File: config.mk
export PLATFORM = sky130hd
export DESIGN_NAME = dual_timer
export DESIGN_NICKNAME = d
export VERILOG_FILES = /design/src/logic/dual_timer_pkg.sv /design/src/logic/dual_timer.sv
export SDC_FILE = /design/constraint.sdc
export NUM_CORES = 1
export LEC_CHECK = 0
export ABC_AREA = 1
export BUFFER_PORTS_ARGS = -buffer_cell sky130_fd_sc_hd__buf_2
export CAP_MARGIN = 30
export CORE_MARGIN = 3
export CORE_UTILIZATION = 57
export CTS_BUF_LIST = sky130_fd_sc_hd__clkbuf_16
export CTS_CLUSTER_DIAMETER = 100
export DETAILED_ROUTE_END_ITERATION = 8
export GPL_TIMING_DRIVEN = 0
export HOLD_SLACK_MARGIN = 0.12
export PLACE_DENSITY = 0.78
export SLEW_MARGIN = 25
export SYNTH_ARGS = -nofsm -noshare
export SYNTH_HDL_FRONTEND = slang
export SYNTH_SLANG_ARGS = --single-unit
File: constraint.sdc
create_clock -name pclk -period 4.54 [get_ports pclk]
set_clock_uncertainty 0.1 [all_clocks]
set_input_delay 0.454 -clock pclk [delete_from_list [all_inputs] [get_ports pclk]]
set_output_delay 0.454 -clock pclk [all_outputs]
set_load 0.02 [all_outputs]
File: src/logic/dual_timer_pkg.sv
// Constants for the cascadable pair of 16-bit timers.
// Assumes an APB master at 20 MHz and word-indexed register offsets.
package dual_timer_pkg;
	// Register indices; byte address is four times the index
	localparam logic [9:0] IDX_LOW_COUNT = 10'h106;
	localparam logic [9:0] IDX_HOLD = 10'h108;
	localparam logic [9:0] IDX_HIGH_COUNT = 10'h10A;
	localparam logic [9:0] IDX_LOW_PERIOD = 10'h10C;
	localparam logic [9:0] IDX_HIGH_PERIOD = 10'h10E;
	localparam logic [9:0] IDX_LOW_CTRL = 10'h110;
	localparam logic [9:0] IDX_HIGH_CTRL = 10'h112;
	localparam logic [9:0] IDX_INT_STATUS = 10'h120;
	localparam logic [9:0] IDX_INT_MASK = 10'h122;
	// Control field positions
	localparam int CTL_TIMER_ON = 15;
	localparam int CTL_IDLE_STOP = 13;
	localparam int CTL_GATED = 6;
	localparam int CTL_PRESCALE_LO = 4;
	localparam int CTL_CASCADE = 3;
	localparam int CTL_CLOCK_SOURCE = 1;
	// Interrupt status bits
	localparam int INT_LOW = 0;
	localparam int INT_HIGH = 1;
	// Reset values
	localparam logic [15:0] PERIOD_RESET = 16'hFFFF;
	localparam logic [15:0] CTRL_RESET = 16'h0000;
	localparam logic [15:0] COUNT_RESET = 16'h0000;
	// Prescaler terminal counts for 1, 8, 64, 256
	localparam logic [7:0] PS_TERM_1 = 8'h00;
	localparam logic [7:0] PS_TERM_8 = 8'h07;
	localparam logic [7:0] PS_TERM_64 = 8'h3F;
	localparam logic [7:0] PS_TERM_256 = 8'hFF;
	typedef enum logic [1:0] {PS_DIV1 = 2'b00, PS_DIV8 = 2'b01, PS_DIV64 = 2'b10, PS_DIV256 = 2'b11} prescale_t;
endpackage

File: src/logic/dual_timer.sv
// Cascadable pair of 16-bit timers with an APB register file.
// Assumes count pins and idle indication are synchronous-safe inputs sampled on pclk.
//
// Implementation choices: the APB register port and the register offsets.
`timescale 1ns/10ps
module dual_timer
(
	// APB slave
	input wire logic pclk,
	input wire logic presetn,
	input wire logic psel,
	input wire logic penable,
	input wire logic pwrite,
	input wire logic [11:0] paddr,
	input wire logic [31:0] pwdata,
	output logic [31:0] prdata,
	output logic pready,
	output logic pslverr,
	// Pins and CPU state
	input wire logic external_count_pin_low,
	input wire logic external_count_pin_high,
	input wire logic cpu_idle,
	// Time base and events
	output logic [15:0] low_count_out,
	output logic [15:0] high_count_out,
	output logic [1:0] period_match_pulse,
	output logic adc_trigger,
	output logic irq
);
	import dual_timer_pkg::*;

	logic [15:0] cnt_reg [2];
	logic [15:0] per_reg [2];
	logic [15:0] ctl_reg [2];
	logic [15:0] hold_reg;
	logic [1:0] status_reg;
	logic [1:0] mask_reg;
	logic [31:0] prdata_reg;
	logic [1:0] match_reg;
	logic adc_reg;
	logic [1:0] sync1_reg, sync2_reg, prev_reg;
	logic [1:0] tick, timer_on, gated, gate_fall, wr_cnt, evt, set_evt;
	logic [7:0] ps_reg [2];
	logic [15:0] cfg [2];
	logic cascade, match32, wr_access, rd_access, setup, mapped;
	logic [9:0] idx;

	assign idx = paddr[11:2];
	assign setup = psel && !penable;
	assign wr_access = psel && penable && pwrite;
	assign rd_access = psel && penable && !pwrite;
	assign cascade = ctl_reg[0][CTL_CASCADE];
	assign match32 = {cnt_reg[1], cnt_reg[0]} == {per_reg[1], per_reg[0]};
	assign wr_cnt[0] = wr_access && idx == IDX_LOW_COUNT;
	assign wr_cnt[1] = wr_access && idx == IDX_HIGH_COUNT;

	// Address decode
	always_comb
	begin
		case (idx)
			IDX_LOW_COUNT, IDX_HOLD, IDX_HIGH_COUNT, IDX_LOW_PERIOD, IDX_HIGH_PERIOD,
			IDX_LOW_CTRL, IDX_HIGH_CTRL, IDX_INT_STATUS, IDX_INT_MASK: mapped = paddr[1:0] == 2'b00;
			default: mapped = 1'b0;
		endcase
	end

	// Two-stage synchronisers, third stage for edges
	always_ff @(posedge pclk or negedge presetn)
	begin
		if (!presetn)
		begin
			sync1_reg <= 2'b00;
			sync2_reg <= 2'b00;
			prev_reg <= 2'b00;
		end
		else
		begin
			sync1_reg <= {external_count_pin_high, external_count_pin_low};
			sync2_reg <= sync1_reg;
			prev_reg <= sync2_reg;
		end
	end

	// Per-half prescaler, tick and counter
	genvar h;
	generate
		for (h = 0; h < 2; h++)
		begin : g_half
			logic [7:0] term;
			logic src, freeze;
			// cascaded high half takes low setup
			assign cfg[h] = cascade ? ctl_reg[0] : ctl_reg[h];
			assign timer_on[h] = cfg[h][CTL_TIMER_ON];
			assign gated[h] = !cfg[h][CTL_CLOCK_SOURCE] && cfg[h][CTL_GATED];
			assign gate_fall[h] = timer_on[h] && gated[h] && prev_reg[h] && !sync2_reg[h];
			assign freeze = cpu_idle && cfg[h][CTL_IDLE_STOP];
			// synchronous counter edge or internal cycle
			assign src = cfg[h][CTL_CLOCK_SOURCE] ? (sync2_reg[h] && !prev_reg[h])
				: (!gated[h] || sync2_reg[h]);
			always_comb
			begin
				case (prescale_t'(cfg[h][CTL_PRESCALE_LO +: 2]))
					PS_DIV1: term = PS_TERM_1;
					PS_DIV8: term = PS_TERM_8;
					PS_DIV64: term = PS_TERM_64;
					PS_DIV256: term = PS_TERM_256;
					default: term = PS_TERM_1;
				endcase
			end
			// prescaler output taken on pclk in both halves
			assign tick[h] = timer_on[h] && src && !freeze && ps_reg[h] == term;
			// Prescaler cleared on count write or timer off
			always_ff @(posedge pclk or negedge presetn)
			begin
				if (!presetn)
					ps_reg[h] <= 8'h00;
				else if (wr_cnt[h] || !timer_on[h] || (timer_on[h] && src && !freeze && ps_reg[h] == term))
					ps_reg[h] <= 8'h00;
				else if (src && !freeze)
					ps_reg[h] <= ps_reg[h] + 8'h01;
			end
		end
	endgenerate

	// Low half counter
	always_ff @(posedge pclk or negedge presetn)
	begin
		if (!presetn)
			cnt_reg[0] <= COUNT_RESET;
		else if (wr_cnt[0])
			cnt_reg[0] <= pwdata[15:0];
		else if (cascade && tick[0])
			cnt_reg[0] <= match32 ? COUNT_RESET : cnt_reg[0] + 16'h0001;
		else if (!cascade && tick[0])
			cnt_reg[0] <= (cnt_reg[0] == per_reg[0]) ? COUNT_RESET : cnt_reg[0] + 16'h0001;
	end

	// High half counter
	always_ff @(posedge pclk or negedge presetn)
	begin
		if (!presetn)
			cnt_reg[1] <= COUNT_RESET;
		else if (wr_cnt[0] && cascade)
			cnt_reg[1] <= hold_reg;
		else if (wr_cnt[1])
			cnt_reg[1] <= pwdata[15:0];
		// high half takes carry of low half
		else if (cascade && tick[0])
			cnt_reg[1] <= match32 ? COUNT_RESET : cnt_reg[1] + {15'h0000, cnt_reg[0] == 16'hFFFF};
		else if (!cascade && tick[1])
			cnt_reg[1] <= (cnt_reg[1] == per_reg[1]) ? COUNT_RESET : cnt_reg[1] + 16'h0001;
	end

	// Period match events per half
	assign evt[0] = cascade ? (tick[0] && match32) : (tick[0] && cnt_reg[0] == per_reg[0]);
	assign evt[1] = cascade ? (tick[0] && match32) : (tick[1] && cnt_reg[1] == per_reg[1]);
	// cascaded events only on the high flag
	// match or gate fall sets high flag
	assign set_evt[INT_LOW] = !cascade && (evt[0] || gate_fall[0]);
	assign set_evt[INT_HIGH] = cascade ? (evt[1] || gate_fall[0]) : (evt[1] || gate_fall[1]);

	// Holding register, captured in the same setup cycle as the low word read data
	// capture on low count read
	always_ff @(posedge pclk or negedge presetn)
	begin
		if (!presetn)
			hold_reg <= COUNT_RESET;
		else if (setup && !pwrite && idx == IDX_LOW_COUNT)
			hold_reg <= cnt_reg[1];
		else if (wr_access && idx == IDX_HOLD)
			hold_reg <= pwdata[15:0];
	end

	// Period and control registers
	always_ff @(posedge pclk or negedge presetn)
	begin
		if (!presetn)
		begin
			per_reg[0] <= PERIOD_RESET;
			per_reg[1] <= PERIOD_RESET;
			ctl_reg[0] <= CTRL_RESET;
			ctl_reg[1] <= CTRL_RESET;
			mask_reg <= 2'b00;
		end
		else if (wr_access)
		begin
			case (idx)
				IDX_LOW_PERIOD: per_reg[0] <= pwdata[15:0];
				IDX_HIGH_PERIOD: per_reg[1] <= pwdata[15:0];
				IDX_LOW_CTRL: ctl_reg[0] <= pwdata[15:0];
				IDX_HIGH_CTRL: ctl_reg[1] <= pwdata[15:0];
				IDX_INT_MASK: mask_reg <= pwdata[1:0];
				default: ;
			endcase
		end
	end

	// Sticky status, write one to clear, set wins
	always_ff @(posedge pclk or negedge presetn)
	begin
		if (!presetn)
			status_reg <= 2'b00;
		else if (wr_access && idx == IDX_INT_STATUS)
			status_reg <= (status_reg & ~pwdata[1:0]) | set_evt;
		else
			status_reg <= status_reg | set_evt;
	end

	// Event pulses; ADC trigger on high half match
	always_ff @(posedge pclk or negedge presetn)
	begin
		if (!presetn)
		begin
			match_reg <= 2'b00;
			adc_reg <= 1'b0;
		end
		else
		begin
			match_reg <= evt;
			adc_reg <= evt[1];
		end
	end

	// Read data captured in setup cycle
	always_ff @(posedge pclk or negedge presetn)
	begin
		if (!presetn)
			prdata_reg <= 32'h00000000;
		else if (setup && !pwrite)
		begin
			case (idx)
				IDX_LOW_COUNT: prdata_reg <= {16'h0000, cnt_reg[0]};
				IDX_HOLD: prdata_reg <= {16'h0000, hold_reg};
				IDX_HIGH_COUNT: prdata_reg <= {16'h0000, cnt_reg[1]};
				IDX_LOW_PERIOD: prdata_reg <= {16'h0000, per_reg[0]};
				IDX_HIGH_PERIOD: prdata_reg <= {16'h0000, per_reg[1]};
				IDX_LOW_CTRL: prdata_reg <= {16'h0000, ctl_reg[0]};
				IDX_HIGH_CTRL: prdata_reg <= {16'h0000, ctl_reg[1]};
				IDX_INT_STATUS: prdata_reg <= {30'h00000000, status_reg};
				IDX_INT_MASK: prdata_reg <= {30'h00000000, mask_reg};
				default: prdata_reg <= 32'h00000000;
			endcase
		end
	end

	// Outputs
	assign prdata = prdata_reg;
	assign pready = 1'b1;
	assign pslverr = psel && penable && !mapped;
	// time base for capture and compare
	assign low_count_out = cnt_reg[0];
	assign high_count_out = cnt_reg[1];
	assign period_match_pulse = match_reg;
	assign adc_trigger = adc_reg;
	assign irq = |(status_reg & mask_reg);
endmodule

==> After elaboration in Yosys (flattened, before gate mapping) <==
Index checks and enable logic that the tools add are counted.
{ "op_classes": {"eq_ne": 21, "n_mux": 28, "n_addsub": 5, "n_bitwise": 5, "n_reduce_logical": 78} }
{ "op_table": {"columns": ["operator", "n"], "rows": [
  ["16-bit two-way mux", 14],
  ["16-bit one-hot mux with 9 select lines", 1],
  ["10-bit by 9-bit equality test with 1-bit output (second input constant)", 9],
  ["8-bit one-hot mux with 4 select lines", 2],
  ["1-bit logical AND", 38],
  ["16-bit by 1-bit adder with 16-bit output (second input constant)", 2],
  ["16-bit equality test", 2],
  ["32-bit equality test", 1],
  ["8-bit two-way mux", 4],
  ["16-bit by 1-bit adder with 16-bit output", 1],
  ["8-bit by 1-bit adder with 8-bit output (second input constant)", 2],
  ["16-bit equality test (second input constant)", 1],
  ["8-bit equality test", 2],
  ["1-bit zero test", 16],
  ["2-bit AND reduction", 5],
  ["1-bit logical OR", 9],
  ["9-bit OR reduction", 1],
  ["2-bit equality test (second input constant)", 4],
  ["2-bit zero test", 3],
  ["1-bit two-way mux", 6],
  ["2-bit nonzero test", 3],
  ["2-bit bitwise AND", 2],
  ["2-bit by 1-bit equality test with 1-bit output (second input constant)", 2],
  ["2-bit bitwise OR", 2],
  ["5 further kinds", 5]
]} }
{ "word_totals": {"register_bits": 173, "wordCells": 154, "in_bits": 52, "out_inout_bits": 70} }

==> Longest topological paths before layout <==
Gate-level depths: netlist of run 1.
{ "depth": {"depth_word": 15, "depth_mapped": 21, "mapped_depth_nobuf": 21} }

==> Worst setup path before layout of run 1 <==
No wires, ideal clock.
{ "synth_path": {"kind": "register to register", "from": "register cnt_reg (netlist bit low_count_out[1])", "to": "register cnt_reg (netlist bit high_count_out[10])", "setup_time_ns": 0.117, "t_required_ns": 4.323, "synth_period_minus_slack_ns": 3.102, "arrival_time_ns": 2.885, "setup_slack_ns": 1.438, "stages_incl_launch_ff": 21, "path_buffers": 0, "cell_sequence": "dfrtp_1 -> ha_1 -> nand3_1 -> nor2_1 -> nand2_1 -> nor2_1 -> nand2_1 -> nor2_1 -> nand4_1 -> nor4_1 -> ha_1 -> nand3_1 -> nor2_1 -> nand2_1 -> xor2_1 -> nand3_2 -> nand2_1 -> nand2_1 -> nand2_1 -> nand2_1 -> nand2_1"} }
{ "synth_via": {"elab_chain_cells": 6, "elab_cells_between_ends": 7, "classes_between": "add/sub: 1; eq/ne: 2; mux: 4"} }
{ "synth_lines": {"columns": ["element", "line_no", "source"], "rows": [
  ["from (decl)", "dual_timer.sv:32", "logic [15:0] cnt_reg [2];"],
  ["16-bit equality test", "dual_timer.sv:149", "cnt_reg[1] <= match32 ? COUNT_RESET : cnt_reg[1] + {15'h0000, cnt_reg[0] == 16'hFFFF};"],
  ["16-bit by 1-bit adder with 16-bit output", "dual_timer.sv:149", null],
  ["16-bit two-way mux *", "dual_timer.sv:149", null],
  ["16-bit two-way mux *", "dual_timer.sv:148", "else if (cascade && tick[0])"],
  ["16-bit two-way mux *", "dual_timer.sv:145", "else if (wr_cnt[1])"],
  ["16-bit two-way mux *", "dual_timer.sv:143", "else if (wr_cnt[0] && cascade)"]
]} }
Mark *: on every way between the ends. The rest lies on a longest branch, timed or not.
A chain may end at the register's enable or synchronous reset.

==> Worst setup path in the final report of run 1 <==
Ends and elaborated chain as after synthesis.

==> metrics.log, run 1 <==
[metrics] run status: completed
[metrics] combinational family with the most area after synthesis: simple AND/OR/NAND/NOR gates
[metrics] number of antenna violations at the first check in global routing: 3
[metrics] net count reported at finish: 1627
[metrics] die height: 140.5 um
[metrics] gr usage total: 0.3337
[metrics] Worst slew margin: 0.4585
[metrics] DR iter-0 viols: 1105
[metrics] most frequent cell after synthesis: sky130_fd_sc_hd__nand2_1
[metrics] worst IR drop on VDD: 0.2951 mV
[metrics] setup repair after global routing missed its margin: false
[metrics] final RePlAce weighted congestion: 1.040
[metrics] synthesized-area fraction occupied by ao, oa, aoi and oai cells: 0.1266
[metrics] Tcrit/Tclk final: 0.8647
[metrics] critical path startpoint category: register
[metrics] initial standard-cell utilization of the core: 0.5896
[metrics] area share of the leading cell type in the synthesized netlist: 0.3011
[metrics] count of standard-cell rows: 48
[metrics] CTS root buffer: sky130_fd_sc_hd__clkbuf_16
[metrics] Slowest cell on crit path: sky130_fd_sc_hd__dfrtp_1
[metrics] met3 layer wire length in the routed design: 3783 um
[metrics] H-Tree Depth: 4
[metrics] number of standard cells in the final layout excluding fillers: 1807
[metrics] maximum buffer depth of the clock tree: 2
[metrics] routed wire length per instance: 18.18 um
[metrics] horizontal die dimension: 140.5 um
[metrics] Max Clk Rate: 254.7 MHz
[metrics] share of final-layout standard cells stronger than drive strength 1: 0.1707
[metrics] fraction of the yosys area taken by sequential cells: 0.3827
[metrics] via density per instance: 5.721
[metrics] latest clock arrival within the worst-skew pair: 0.43 ns
[metrics] number of pins with negative max-slew slack in the final report: 0
[metrics] total internal power: 2.418 mW
[metrics] multiplexer share of the synthesized area: 0
[metrics] I/O pin count: 122
[metrics] Netlist Area Pre-Place: 10300 um^2
[metrics] post-synth top area cell: sky130_fd_sc_hd__dfrtp_1
[metrics] CP Cell Sequence: ha_1 -> nand3_1 -> nor2_1 -> nand2_1 -> nor2_1 -> nand2_1 -> nor2_1 -> nand4_1 -> nor4_1 -> clkbuf_2 -> ha_1 -> nand3_1 -> nor2_1 -> nand2_1 -> xor2_1 -> nand3_2 -> nand2_1 -> nand2_1 -> nand2_1 -> nand2_1 -> nand2_1
[metrics] Gate Count Post-Synth: 1442
[metrics] xor/xnor share of the synthesized area: 0.04930
[metrics] Remaining DRCs: 0
[metrics] Syn-to-layout area delta: 14.01%
[metrics] leading cell types by count after synthesis: 461 x sky130_fd_sc_hd__nand2_1, 165 x sky130_fd_sc_hd__inv_1, 124 x sky130_fd_sc_hd__dfrtp_1, 119 x sky130_fd_sc_hd__nor2_1, 108 x sky130_fd_sc_hd__o21ai_0
[metrics] Post-Synth Adder-Cell Area: 0.007285
[metrics] HPWL after DPL: 24940 um
[metrics] hold-critical path endpoint: low_count_out[5]
[metrics] number of flip-flops under the largest register name: 32
[metrics] Synthesis Warnings: 0
[metrics] reported leakage power: 5.764 nW
[metrics] final global-route overflow total: 0
[metrics] die footprint: 19730 um^2
[metrics] count of flip-flops with a built-in enable after synthesis: 0
[metrics] reg2reg end: high_count_out[10]
[metrics] number of placed cells counting well taps: 1771
[metrics] sw frac: 0.2588
[metrics] cell area power density: 277.6 nW/um^2
[metrics] Hold Path Origin: pwdata[5]
[metrics] worst slew pin tran: 0.8061 ns
[metrics] Slowest Stage Delay on Critical Path: 0.51 ns
[metrics] Post-DRT Antenna Nets: 0
[metrics] Setup-failing EPs final: 0
[metrics] vias in the first global route: 9474
[metrics] wire length on met1: 13510 um
[metrics] clock period minus final worst setup slack: 3.926 ns
[metrics] TritonCTS clock tree: built
[metrics] Synth async-reset ratio: 1.000
[metrics] top_reg_cell synth: sky130_fd_sc_hd__dfrtp_1
[metrics] Hold Path Cell Cnt: 3
[metrics] final sum of negative setup slack: 0 ns
[metrics] drt total wl: 32850 um
[metrics] first-pass GRT wire length: 51730 um
[metrics] hold violation count in the final report: 0
[metrics] number of distinct library cell variants in the gate-level netlist after synthesis: 49
[metrics] core area: 17480 um^2
[metrics] type of the worst setup path: register to register
[metrics] clock edge transition at the registers on the reported setup and hold paths: 0.06 ns
[metrics] top metal layer carrying routed signals: met5
[metrics] CP Data Required Time: 4.76 ns
[metrics] number of maximum-capacitance violations: 0
[metrics] leading post-synthesis cells by cell area: sky130_fd_sc_hd__dfrtp_1 30%, sky130_fd_sc_hd__nand2_1 17%, sky130_fd_sc_hd__dfstp_2 8.2%, sky130_fd_sc_hd__inv_1 6.0%, sky130_fd_sc_hd__o21ai_0 5.2%
[metrics] wire length on met2: 14280 um
[metrics] CTS buffer count: 17
[metrics] n_diodes: 0
[metrics] depth of the most critical reg-to-reg path: 21
[metrics] number of resized instances in the post-cts repair step: 0
[metrics] setup slack, reg-to-reg: 0.61 ns
[metrics] fraction of the mapped netlist area in simple logic gates: 0.3278
[metrics] net switching power: 0.8442 mW
[metrics] Arrival @ worst endpoint: 4.15 ns
[metrics] Total Power: 3.262 mW
[metrics] buffers added on ports: 88
[metrics] post-synthesis sequential element count: 156
[metrics] combinational share of power: 0.105
[metrics] Pre-antenna DRT Iters: 5
[metrics] hold bufs inserted after CTS: 3
[metrics] crit-path most repeated cell: sky130_fd_sc_hd__nand2_1
[metrics] Num Clock Sinks: 156
[metrics] pin count of the biggest net entering global routing: 84
[metrics] element type at the critical path end: register
[metrics] number of vias after detailed routing: 10340
[metrics] class of the worst hold path: input port to register
[metrics] portion of total power attributed to the clock network: 0.452
[metrics] Sequential Power Share: 0.443
[metrics] crit-path max FO: 6
[metrics] worst flop-to-flop path startpoint: low_count_out[1]
[metrics] synthesized area divided by synthesized cell count: 7.146 um^2
[metrics] post-CTS setup buffer count: 0
==> how the worst max path moves through the flow <==
stage	from	end	slack [ns]	cells after the start
after floorplan	low_count_out[1]	high_count_out[10]	1.44	20
after global placement	low_count_out[1]	high_count_out[10]	0.42	20
after detailed placement	low_count_out[1]	high_count_out[10]	0.33	20
after CTS	low_count_out[1]	high_count_out[10]	0.31	20
after global routing	low_count_out[1]	high_count_out[10]	0.31	21
final	low_count_out[1]	high_count_out[10]	0.61	21
==> routing by layer <==
layer  GRT usage  up-vias
met4      0.1244        6
met5           0        -
met3     0.09457       99
met1      0.4616     4793
li1            -     4848
met2      0.5010      592
==> layout make-up <==
| cell class | count | area [um^2] |
|---|---|---|
| flip-flops and latches | 156 | 3944 |
| multi-input cells | 1054 | 5330 |
| clock buffers | 17 | 425.4 |
| inverters | 180 | 685.7 |
| well taps | 225 | 281.5 |
| plain buffers | 67 | 401.6 |
| clock inverters | 15 | 167.7 |
| fillers | 1504 | 5728 |
| repair buffers | 93 | 513.0 |
==> cells in the final DEF (no fill, tap or decap), types with 16 or more instances in the layout <==
cell                        Yosys  layout
sky130_fd_sc_hd__buf_4         22      22
sky130_fd_sc_hd__o22ai_1       23      23
sky130_fd_sc_hd__dfrtp_1      124     124
sky130_fd_sc_hd__buf_2         18     105
sky130_fd_sc_hd__nor3_1        16      16
sky130_fd_sc_hd__xor2_1        35      35
sky130_fd_sc_hd__nand4_1       24      24
sky130_fd_sc_hd__nand2_1      461     461
sky130_fd_sc_hd__o21ai_0      108     108
sky130_fd_sc_hd__nand3_1       71      71
sky130_fd_sc_hd__a21oi_1       16      16
sky130_fd_sc_hd__nor2_1       119     119
sky130_fd_sc_hd__dfstp_2       32      32
sky130_fd_sc_hd__o221ai_1      20      20
sky130_fd_sc_hd__clkbuf_1      21      21
sky130_fd_sc_hd__xnor2_1       23      23
sky130_fd_sc_hd__clkbuf_16      0      17
sky130_fd_sc_hd__conb_1         2      17
sky130_fd_sc_hd__nor2_2        18      18
sky130_fd_sc_hd__inv_1        165     170
==> power groups by stage <==
stage | Clock [mW] | Combinational, mW | Sequential (mW)
finish | 1.47 | 0.342 | 1.44
global route | 1.53 | 0.375 | 1.45
CTS | 1.47 | 0.340 | 1.44
detailed placement | 0 | 0.335 | 1.47
global placement | 0 | 0.327 | 1.47
floorplan | 0 | 0.192 | 1.48
==> through the flow <==
stage                 util  area [um^2]  setup WS (ns)  hold slack, ns
floorplan                -        10360          1.438         0.05841
global placement    0.6342        11080         0.4206          0.2341
detailed placement  0.6363        11120         0.3312          0.2450
CTS                 0.6720        11740         0.3102          0.1638
global route        0.6723        11750         0.3091          0.1681
finish              0.6723        11750         0.6145          0.1638
==> worst max-delay path, delay by kind of cell, from the launching register on <==
kind,cells,cell delay [ns]
XOR/XNOR,1,0.16
flip-flops,1,0.51
buffers and inverters,1,0.24
adder cells (fa/ha/maj),2,0.46
AND/OR/NAND/NOR,17,2.34
==> logic make-up (layout without fill, tap and decap cells) <==
family,after synthesis,after routing
and+or+nand+nor,757,757
buffers and inverters,247,372
AOI/OAI and AO/OA,216,216
DFF,156,156
xor gates and xnor gates,58,58
adders and majority gates,6,6
other,2,17
Power figures use the tool's default switching activity.
==> inputs of run 2 (changes only) <==
Settings changed: CTS_BUF_LIST sky130_fd_sc_hd__clkbuf_16 to sky130_fd_sc_hd__clkbuf_8 sky130_fd_sc_hd__clkbuf_16, CTS_CLUSTER_SIZE from default to 28.
==> run 2 against run 1 <==
Final area up 0.26%. Sequential power about the same. Wire length up 0.27%. Critical endpoint unchanged. Largest power group unchanged. Highest routed layer unchanged.
==> metrics.log, run 2 (same netlist as run 1, synthesis figures left out) <==
[metrics] Slowest cell on crit path: sky130_fd_sc_hd__dfrtp_1
[metrics] Syn-to-layout area delta: 14.30%
[metrics] share of the core filled with cells in the final layout: 0.6740 (+0.001718)
[metrics] crit-path max FO: 6 (unchanged)
[metrics] Num Clock Sinks: 156 (unchanged)
[metrics] number of maximum-capacitance violations: 0 (unchanged)
[metrics] most common library cell in the layout ignoring fill and taps: sky130_fd_sc_hd__nand2_1
[metrics] pin count of the biggest net entering global routing: 84 (unchanged)
[metrics] H-Tree Depth: 4 (unchanged)
[metrics] clock period minus final worst setup slack: 3.904 ns (-0.02171 ns)
[metrics] routed wire length per instance: 18.23 um (+0.27%)
[metrics] core area: 17480 um^2 (unchanged)
[metrics] initial standard-cell utilization of the core: 0.5896 (unchanged)
[metrics] cell area power density: 281.7 nW/um^2 (+1.5%)
[metrics] vias in the first global route: 9506 (+0.34%)
[metrics] area of all sequential standard cells: 3944 um^2 (unchanged)
[metrics] number of pins with negative max-slew slack in the final report: 0 (unchanged)
[metrics] die footprint: 19730 um^2 (unchanged)
[metrics] Remaining DRCs: 0 (unchanged)
[metrics] number of resized instances in the post-cts repair step: 0 (unchanged)
[metrics] maximum buffer depth of the clock tree: 2 (unchanged)
[metrics] HPWL after DPL: 24940 um (unchanged)
[metrics] CTS buffer count: 17 (unchanged)
[metrics] die height: 140.5 um (unchanged)
[metrics] setup repair after global routing missed its margin: false
[metrics] Tcrit/Tclk final: 0.8599 (-0.004781)
[metrics] I/O pin count: 122 (unchanged)
[metrics] latest clock arrival within the worst-skew pair: 0.43 ns (about the same)
[metrics] commonest non-fill, non-tap cells in the layout: 461 x sky130_fd_sc_hd__nand2_1, 170 x sky130_fd_sc_hd__inv_1, 124 x sky130_fd_sc_hd__dfrtp_1
[metrics] Slowest Stage Delay on Critical Path: 0.52 ns (about the same)
[metrics] type of the worst setup path: register to register
[metrics] first-pass GRT wire length: 51870 um (+0.28%)
[metrics] critical path startpoint category: register
[metrics] final RePlAce weighted congestion: 1.040 (unchanged)
[metrics] element type at the critical path end: register
[metrics] DR iter-0 viols: 1100 (-0.45%)
[metrics] Arrival @ worst endpoint: 4.12 ns (-0.03 ns)
[metrics] final global-route overflow total: 0 (unchanged)
[metrics] via density per instance: 5.722 (about the same)
[metrics] post-CTS setup buffer count: 0 (unchanged)
[metrics] count of standard-cell rows: 48 (unchanged)
[metrics] gr usage total: 0.3348 (+0.001039)
[metrics] crit-path most repeated cell: sky130_fd_sc_hd__nand2_1
[metrics] number of antenna violations at the first check in global routing: 3 (unchanged)
[metrics] Pre-antenna DRT Iters: 6 (+1)
[metrics] Setup-failing EPs final: 0 (unchanged)
[metrics] final sum of negative setup slack: 0 ns (unchanged)
[metrics] reported leakage power: 5.781 nW (+0.29%)
[metrics] Worst slew margin: 0.4482 (-0.01030)
[metrics] CTS root buffer: sky130_fd_sc_hd__clkbuf_16
[metrics] hold violation count in the final report: 0 (unchanged)
[metrics] worst slew pin tran: 0.8204 ns (+0.01429 ns)
[metrics] share of final-layout standard cells stronger than drive strength 1: 0.1726 (+0.001896)
[metrics] horizontal die dimension: 140.5 um (unchanged)
[metrics] Max Clk Rate: 256.2 MHz (+0.56%)
[metrics] Post-DRT Antenna Nets: 0 (unchanged)
[metrics] Layout fillers: 1496 (-0.53%)
[metrics] CP Data Required Time: 4.76 ns (about the same)
[metrics] CP Cell Sequence: ha_1 -> nand3_1 -> nor2_1 -> nand2_1 -> nor2_1 -> nand2_1 -> nor2_1 -> nand4_1 -> nor4_1 -> clkbuf_2 -> ha_1 -> nand3_1 -> nor2_1 -> nand2_1 -> xor2_1 -> nand3_2 -> nand2_1 -> nand2_1 -> nand2_1 -> nand2_1 -> nand2_1
[metrics] net count reported at finish: 1627 (unchanged)
[metrics] number of flip-flops under the largest register name: 32 (unchanged)
[metrics] class of the worst hold path: input port to register
[metrics] area taken by multi-input logic gates: 5330 um^2 (unchanged)
[metrics] worst IR drop on VDD: 0.2926 mV (-0.85%)
[metrics] buffers added on ports: 88 (unchanged)
[metrics] n_diodes: 0 (unchanged)
[metrics] clock edge transition at the registers on the reported setup and hold paths: 0.07 ns (about the same)
[metrics] number of vias after detailed routing: 10340 (+0.0097%)
[metrics] TritonCTS clock tree: built
[metrics] drt total wl: 32940 um (+0.27%)
[metrics] run status: completed
-- run 2: metal layers --
layer	global-route usage	routed length [um]	up-vias
met5	0	38	-
met4	0.1239	1149	6
met3	0.09628	3920	94
met2	0.5013	14450	586
met1	0.4637	13380	4798
li1	-	-	4855
-- run 2: power breakdown --
group	switching, mW	internal, mW
Clock	0.578	0.953
Sequential	0.0313	1.41
Combinational	0.240	0.103
Total	0.849	2.47
-- run 2: stage by stage --
stage	setup WS, ns	area (um^2)	hold WS [ns]	power (mW)	std cells
floorplan	1.438	10360	0.05841	1.670	1457
global placement	0.4206	11080	0.2341	1.794	1770
detailed placement	0.3312	11120	0.2450	1.803	1771
CTS	0.3087	11770	0.1643	3.308	1806
global route	0.3095	11780	0.1664	3.412	1807
finish	0.6362	11780	0.1686	3.318	1807
-- run 2: layout make-up --
class / count / area share
Multi-Input combinational cell: 1054 / 0.4525
Sequential cell: 156 / 0.3348
Inverter: 180 / 0.05821
Timing Repair Buffer: 93 / 0.04355
Clock buffer: 20 / 0.03962
Buffer: 67 / 0.03410
Tap cell: 225 / 0.02390
Clock inverter: 12 / 0.01328
-- run 2: what timing repair did --
| item | CTS | global route |
|---|---|---|
| hold endpoints to repair | 68 | 0 |
| hold buffers | 3 | 0 |
| endpoints found under the setup margin | 0 | 0 |
-- run 2: final timing paths --
check | from | end | slack, ns | depth (start not counted)
worst max-delay path | low_count_out[1] | high_count_out[10] | 0.64 | 21
worst min-delay path | pwdata[5] | low_count_out[5] | 0.17 | 3
worst max register to register | low_count_out[1] | high_count_out[10] | 0.64 | 21
worst min register to register | sync1_reg[1] | sync2_reg[1] | 0.25 | 0
max in group asynchronous | presetn | per_reg[22] | 2.98 | 3
min in group asynchronous | presetn | ps_reg[4] | 0.52 | 2
-- run 2: critical path, delay by kind of cell (launching register included) --
| family | cells | cell delay [ns] |
|---|---|---|
| XOR/XNOR | 1 | 0.16 |
| adder cells (fa/ha/maj) | 2 | 0.46 |
| buffers and inverters | 1 | 0.24 |
| flip-flops | 1 | 0.52 |
| AND/OR/NAND/NOR | 17 | 2.29 |
==> inputs of run 3 (changes only) <==
Settings changed: CORE_MARGIN 3 to 5.
==> run 3 against run 2 <==
Critical path depth shrank 1. Worst setup slack lost 0.22 ns. First-iteration DRC count grew 6.5%. Combinational power is essentially flat. Maximum frequency shrank 5.4%. Global-route usage shrank 1.5 points. Critical path type unchanged. Largest cell class unchanged.
==> metrics.log, run 3 (same netlist as run 1, synthesis figures left out) <==
[metrics] CP Data Required Time: 4.77 ns (about the same)
[metrics] Slowest cell on crit path: sky130_fd_sc_hd__nor4_2
[metrics] number of pins with negative max-slew slack in the final report: 0 (unchanged)
[metrics] final sum of negative setup slack: 0 ns (unchanged)
[metrics] final global-route overflow total: 0 (unchanged)
[metrics] sw frac: 0.2606 (+0.004604)
[metrics] number of vias after detailed routing: 10350 (+0.068%)
[metrics] Max Clk Rate: 242.2 MHz (-5.4%)
[metrics] CP Cell Sequence: ha_1 -> nand3_1 -> nor2_1 -> nand2_1 -> nor2_1 -> nand2_1 -> nor2_1 -> nand4_1 -> nor4_2 -> ha_1 -> nand3_1 -> nor2_1 -> nand2_1 -> xor2_1 -> nand3_2 -> nand2_1 -> nand2_1 -> nand2_1 -> nand2_1 -> nand2_1
[metrics] routed wire length per instance: 18.08 um (-0.79%)
[metrics] class of the worst hold path: input port to register
[metrics] post-route design area: 11750 um^2 (-0.23%)
[metrics] Hold Path Cell Cnt: 3 (unchanged)
[metrics] final RePlAce weighted congestion: 1.032 (-0.74%)
[metrics] drt total wl: 32730 um (-0.63%)
[metrics] pin count of the biggest net entering global routing: 83 (-1.2%)
[metrics] number of standard cells in the final layout excluding fillers: 1810 (+0.17%)
[metrics] number of placed cells counting well taps: 1775 (+0.23%)
[metrics] number of flip-flops under the largest register name: 32 (unchanged)
[metrics] crit-path most repeated cell: sky130_fd_sc_hd__nand2_1
[metrics] reported leakage power: 5.763 nW (-0.31%)
[metrics] hold violation count in the final report: 0 (unchanged)
[metrics] critical path startpoint category: register
[metrics] net count reported at finish: 1626 (-0.061%)
[metrics] Worst slew margin: 0.3736 (-0.07461)
[metrics] Num Clock Sinks: 156 (unchanged)
[metrics] Layout fillers: 1569 (+4.9%)
[metrics] clock period minus final worst setup slack: 4.128 ns (+0.2243 ns)
[metrics] Post-DRT Antenna Nets: 0 (unchanged)
[metrics] Pre-antenna DRT Iters: 6 (unchanged)
[metrics] Tcrit/Tclk final: 0.9093 (+0.04940)
[metrics] TritonCTS clock tree: built
[metrics] latest clock arrival within the worst-skew pair: 0.44 ns (about the same)
[metrics] CP startpoint: low_count_out[1]
[metrics] first-pass GRT wire length: 51730 um (-0.28%)
[metrics] worst slack on hold paths: 0.1517 ns (-0.01688 ns)
[metrics] count of standard-cell rows: 49 (+2.1%)
[metrics] clock edge transition at the registers on the reported setup and hold paths: 0.06 ns (about the same)
[metrics] cell area power density: 275.7 nW/um^2 (-2.2%)
[metrics] DR iter-0 viols: 1171 (+6.5%)
[metrics] initial standard-cell utilization of the core: 0.5756 (-0.01401)
[metrics] Arrival @ worst endpoint: 4.35 ns (+0.23 ns)
[metrics] total internal power: 2.395 mW (-3.0%)
[metrics] worst slew pin tran: 0.9313 ns (+0.1109 ns)
[metrics] crit-path max FO: 6 (unchanged)
[metrics] horizontal die dimension: 144.5 um (+2.8%)
[metrics] net switching power: 0.8441 mW (-0.62%)
[metrics] combinational share of power: 0.106 (+0.003)
[metrics] maximum buffer depth of the clock tree: 2 (unchanged)
[metrics] portion of total power attributed to the clock network: 0.448 (-0.013)
[metrics] run status: completed
[metrics] end point of the critical path: high_count_out[10]
[metrics] worst flop-to-flop path startpoint: low_count_out[1]
[metrics] vias in the first global route: 9708 (+2.1%)
[metrics] Sequential Power Share: 0.446 (+0.011)
[metrics] via density per instance: 5.716 (about the same)
[metrics] Setup-failing EPs final: 0 (unchanged)
[metrics] core area: 17900 um^2 (+2.4%)
[metrics] share of the core filled with cells in the final layout: 0.6564 (-0.01755)
[metrics] Syn-to-layout area delta: 14.04%
[metrics] setup repair after global routing missed its margin: false
[metrics] cell area after placement: 11130 um^2 (about the same)
[metrics] setup slack, reg-to-reg: 0.41 ns (-0.22 ns)
[metrics] element type at the critical path end: register
[metrics] CTS buffer count: 17 (unchanged)
[metrics] I/O pin count: 122 (unchanged)
[metrics] die height: 144.5 um (+2.8%)
[metrics] Remaining DRCs: 0 (unchanged)
[metrics] buffers added on ports: 88 (unchanged)
[metrics] most common library cell in the layout ignoring fill and taps: sky130_fd_sc_hd__nand2_1
[metrics] H-Tree Depth: 4 (unchanged)
[metrics] type of the worst setup path: register to register
[metrics] gr usage total: 0.3198 (-0.01499)
[metrics] HPWL after DPL: 25030 um (+0.39%)
[metrics] post-CTS setup buffer count: 0 (unchanged)
[metrics] CTS root buffer: sky130_fd_sc_hd__clkbuf_16
[metrics] n_diodes: 0 (unchanged)
[metrics] number of maximum-capacitance violations: 0 (unchanged)
[metrics] Slowest Stage Delay on Critical Path: 0.59 ns (+0.07 ns)
[metrics] worst IR drop on VDD: 0.2778 mV (-5.1%)
[metrics] depth of the most critical reg-to-reg path: 20 (-4.8%)
[metrics] share of final-layout standard cells stronger than drive strength 1: 0.1727 (about the same)
[metrics] commonest non-fill, non-tap cells in the layout: 461 x sky130_fd_sc_hd__nand2_1, 170 x sky130_fd_sc_hd__inv_1, 124 x sky130_fd_sc_hd__dfrtp_1
[metrics] reg2reg end: high_count_out[10]
[metrics] number of antenna violations at the first check in global routing: 1 (-2)
[metrics] die footprint: 20870 um^2 (+5.8%)
## run 3: stage by stage
step                power, mW  setup WS [ns]
finish                  3.239         0.4119
detailed placement      1.805         0.2933
global placement        1.794         0.3649
global route            3.340         0.1218
floorplan               1.670          1.438
CTS                     3.237         0.2708
## run 3: worst max-delay path: cells and delay by family, from the launching register on
kind	cells	cell delay (ns)
adders and majority gates	2	0.57
DFF	1	0.54
xor gates and xnor gates	1	0.16
and+or+nand+nor	17	2.64
## run 3: layer usage
metal | vias up | share of wire | global-route usage | wire, um
met1 | 4808 | 0.41 | 0.4410 | 13390
met3 | 99 | 0.11 | 0.06944 | 3501
met4 | 2 | 0.036 | 0.1222 | 1187
met5 | - | 0.00034 | 0 | 11
met2 | 589 | 0.45 | 0.4955 | 14640
li1 | 4848 | - | - | -
## run 3: layout make-up
type / instances / area, um^2 / share of cell area
repair buffers: 92 / 508.0 / 0.04323
multi-input cells: 1054 / 5336 / 0.4541
flip-flops and latches: 156 / 3944 / 0.3356
plain buffers: 67 / 401.6 / 0.03418
clock inverters: 13 / 136.4 / 0.01161
clock buffers: 19 / 452.9 / 0.03854
inverters: 180 / 685.7 / 0.05835
well taps: 229 / 286.5 / 0.02438
## run 3: power groups by stage
| stage | Combinational (mW) | Sequential [mW] | Clock (mW) |
|---|---|---|---|
| final | 0.345 | 1.44 | 1.45 |
| after global routing | 0.380 | 1.45 | 1.51 |
| after CTS | 0.341 | 1.44 | 1.45 |
| after detailed placement | 0.337 | 1.47 | 0 |
| after global placement | 0.328 | 1.47 | 0 |
| after floorplan | 0.192 | 1.48 | 0 |
## run 3: repair_timing
item | in CTS | in global routing
setup endpoints to repair | 0 | 5
gates resized for setup | 0 | 1
hold endpoints to repair | 74 | 0
hold buffers | 3 | 0
## run 3: how the worst min path moves through the flow
stage                  from                end
4_1_cts           pwdata[1]        mask_reg[1]
2_1_floorplan       presetn        adc_trigger
5_1_grt          pwdata[12]  low_count_out[12]
6_report          pwdata[1]        mask_reg[1]
3_5_place_dp   sync1_reg[0]       sync2_reg[0]
3_3_place_gp   sync1_reg[1]       sync2_reg[1]
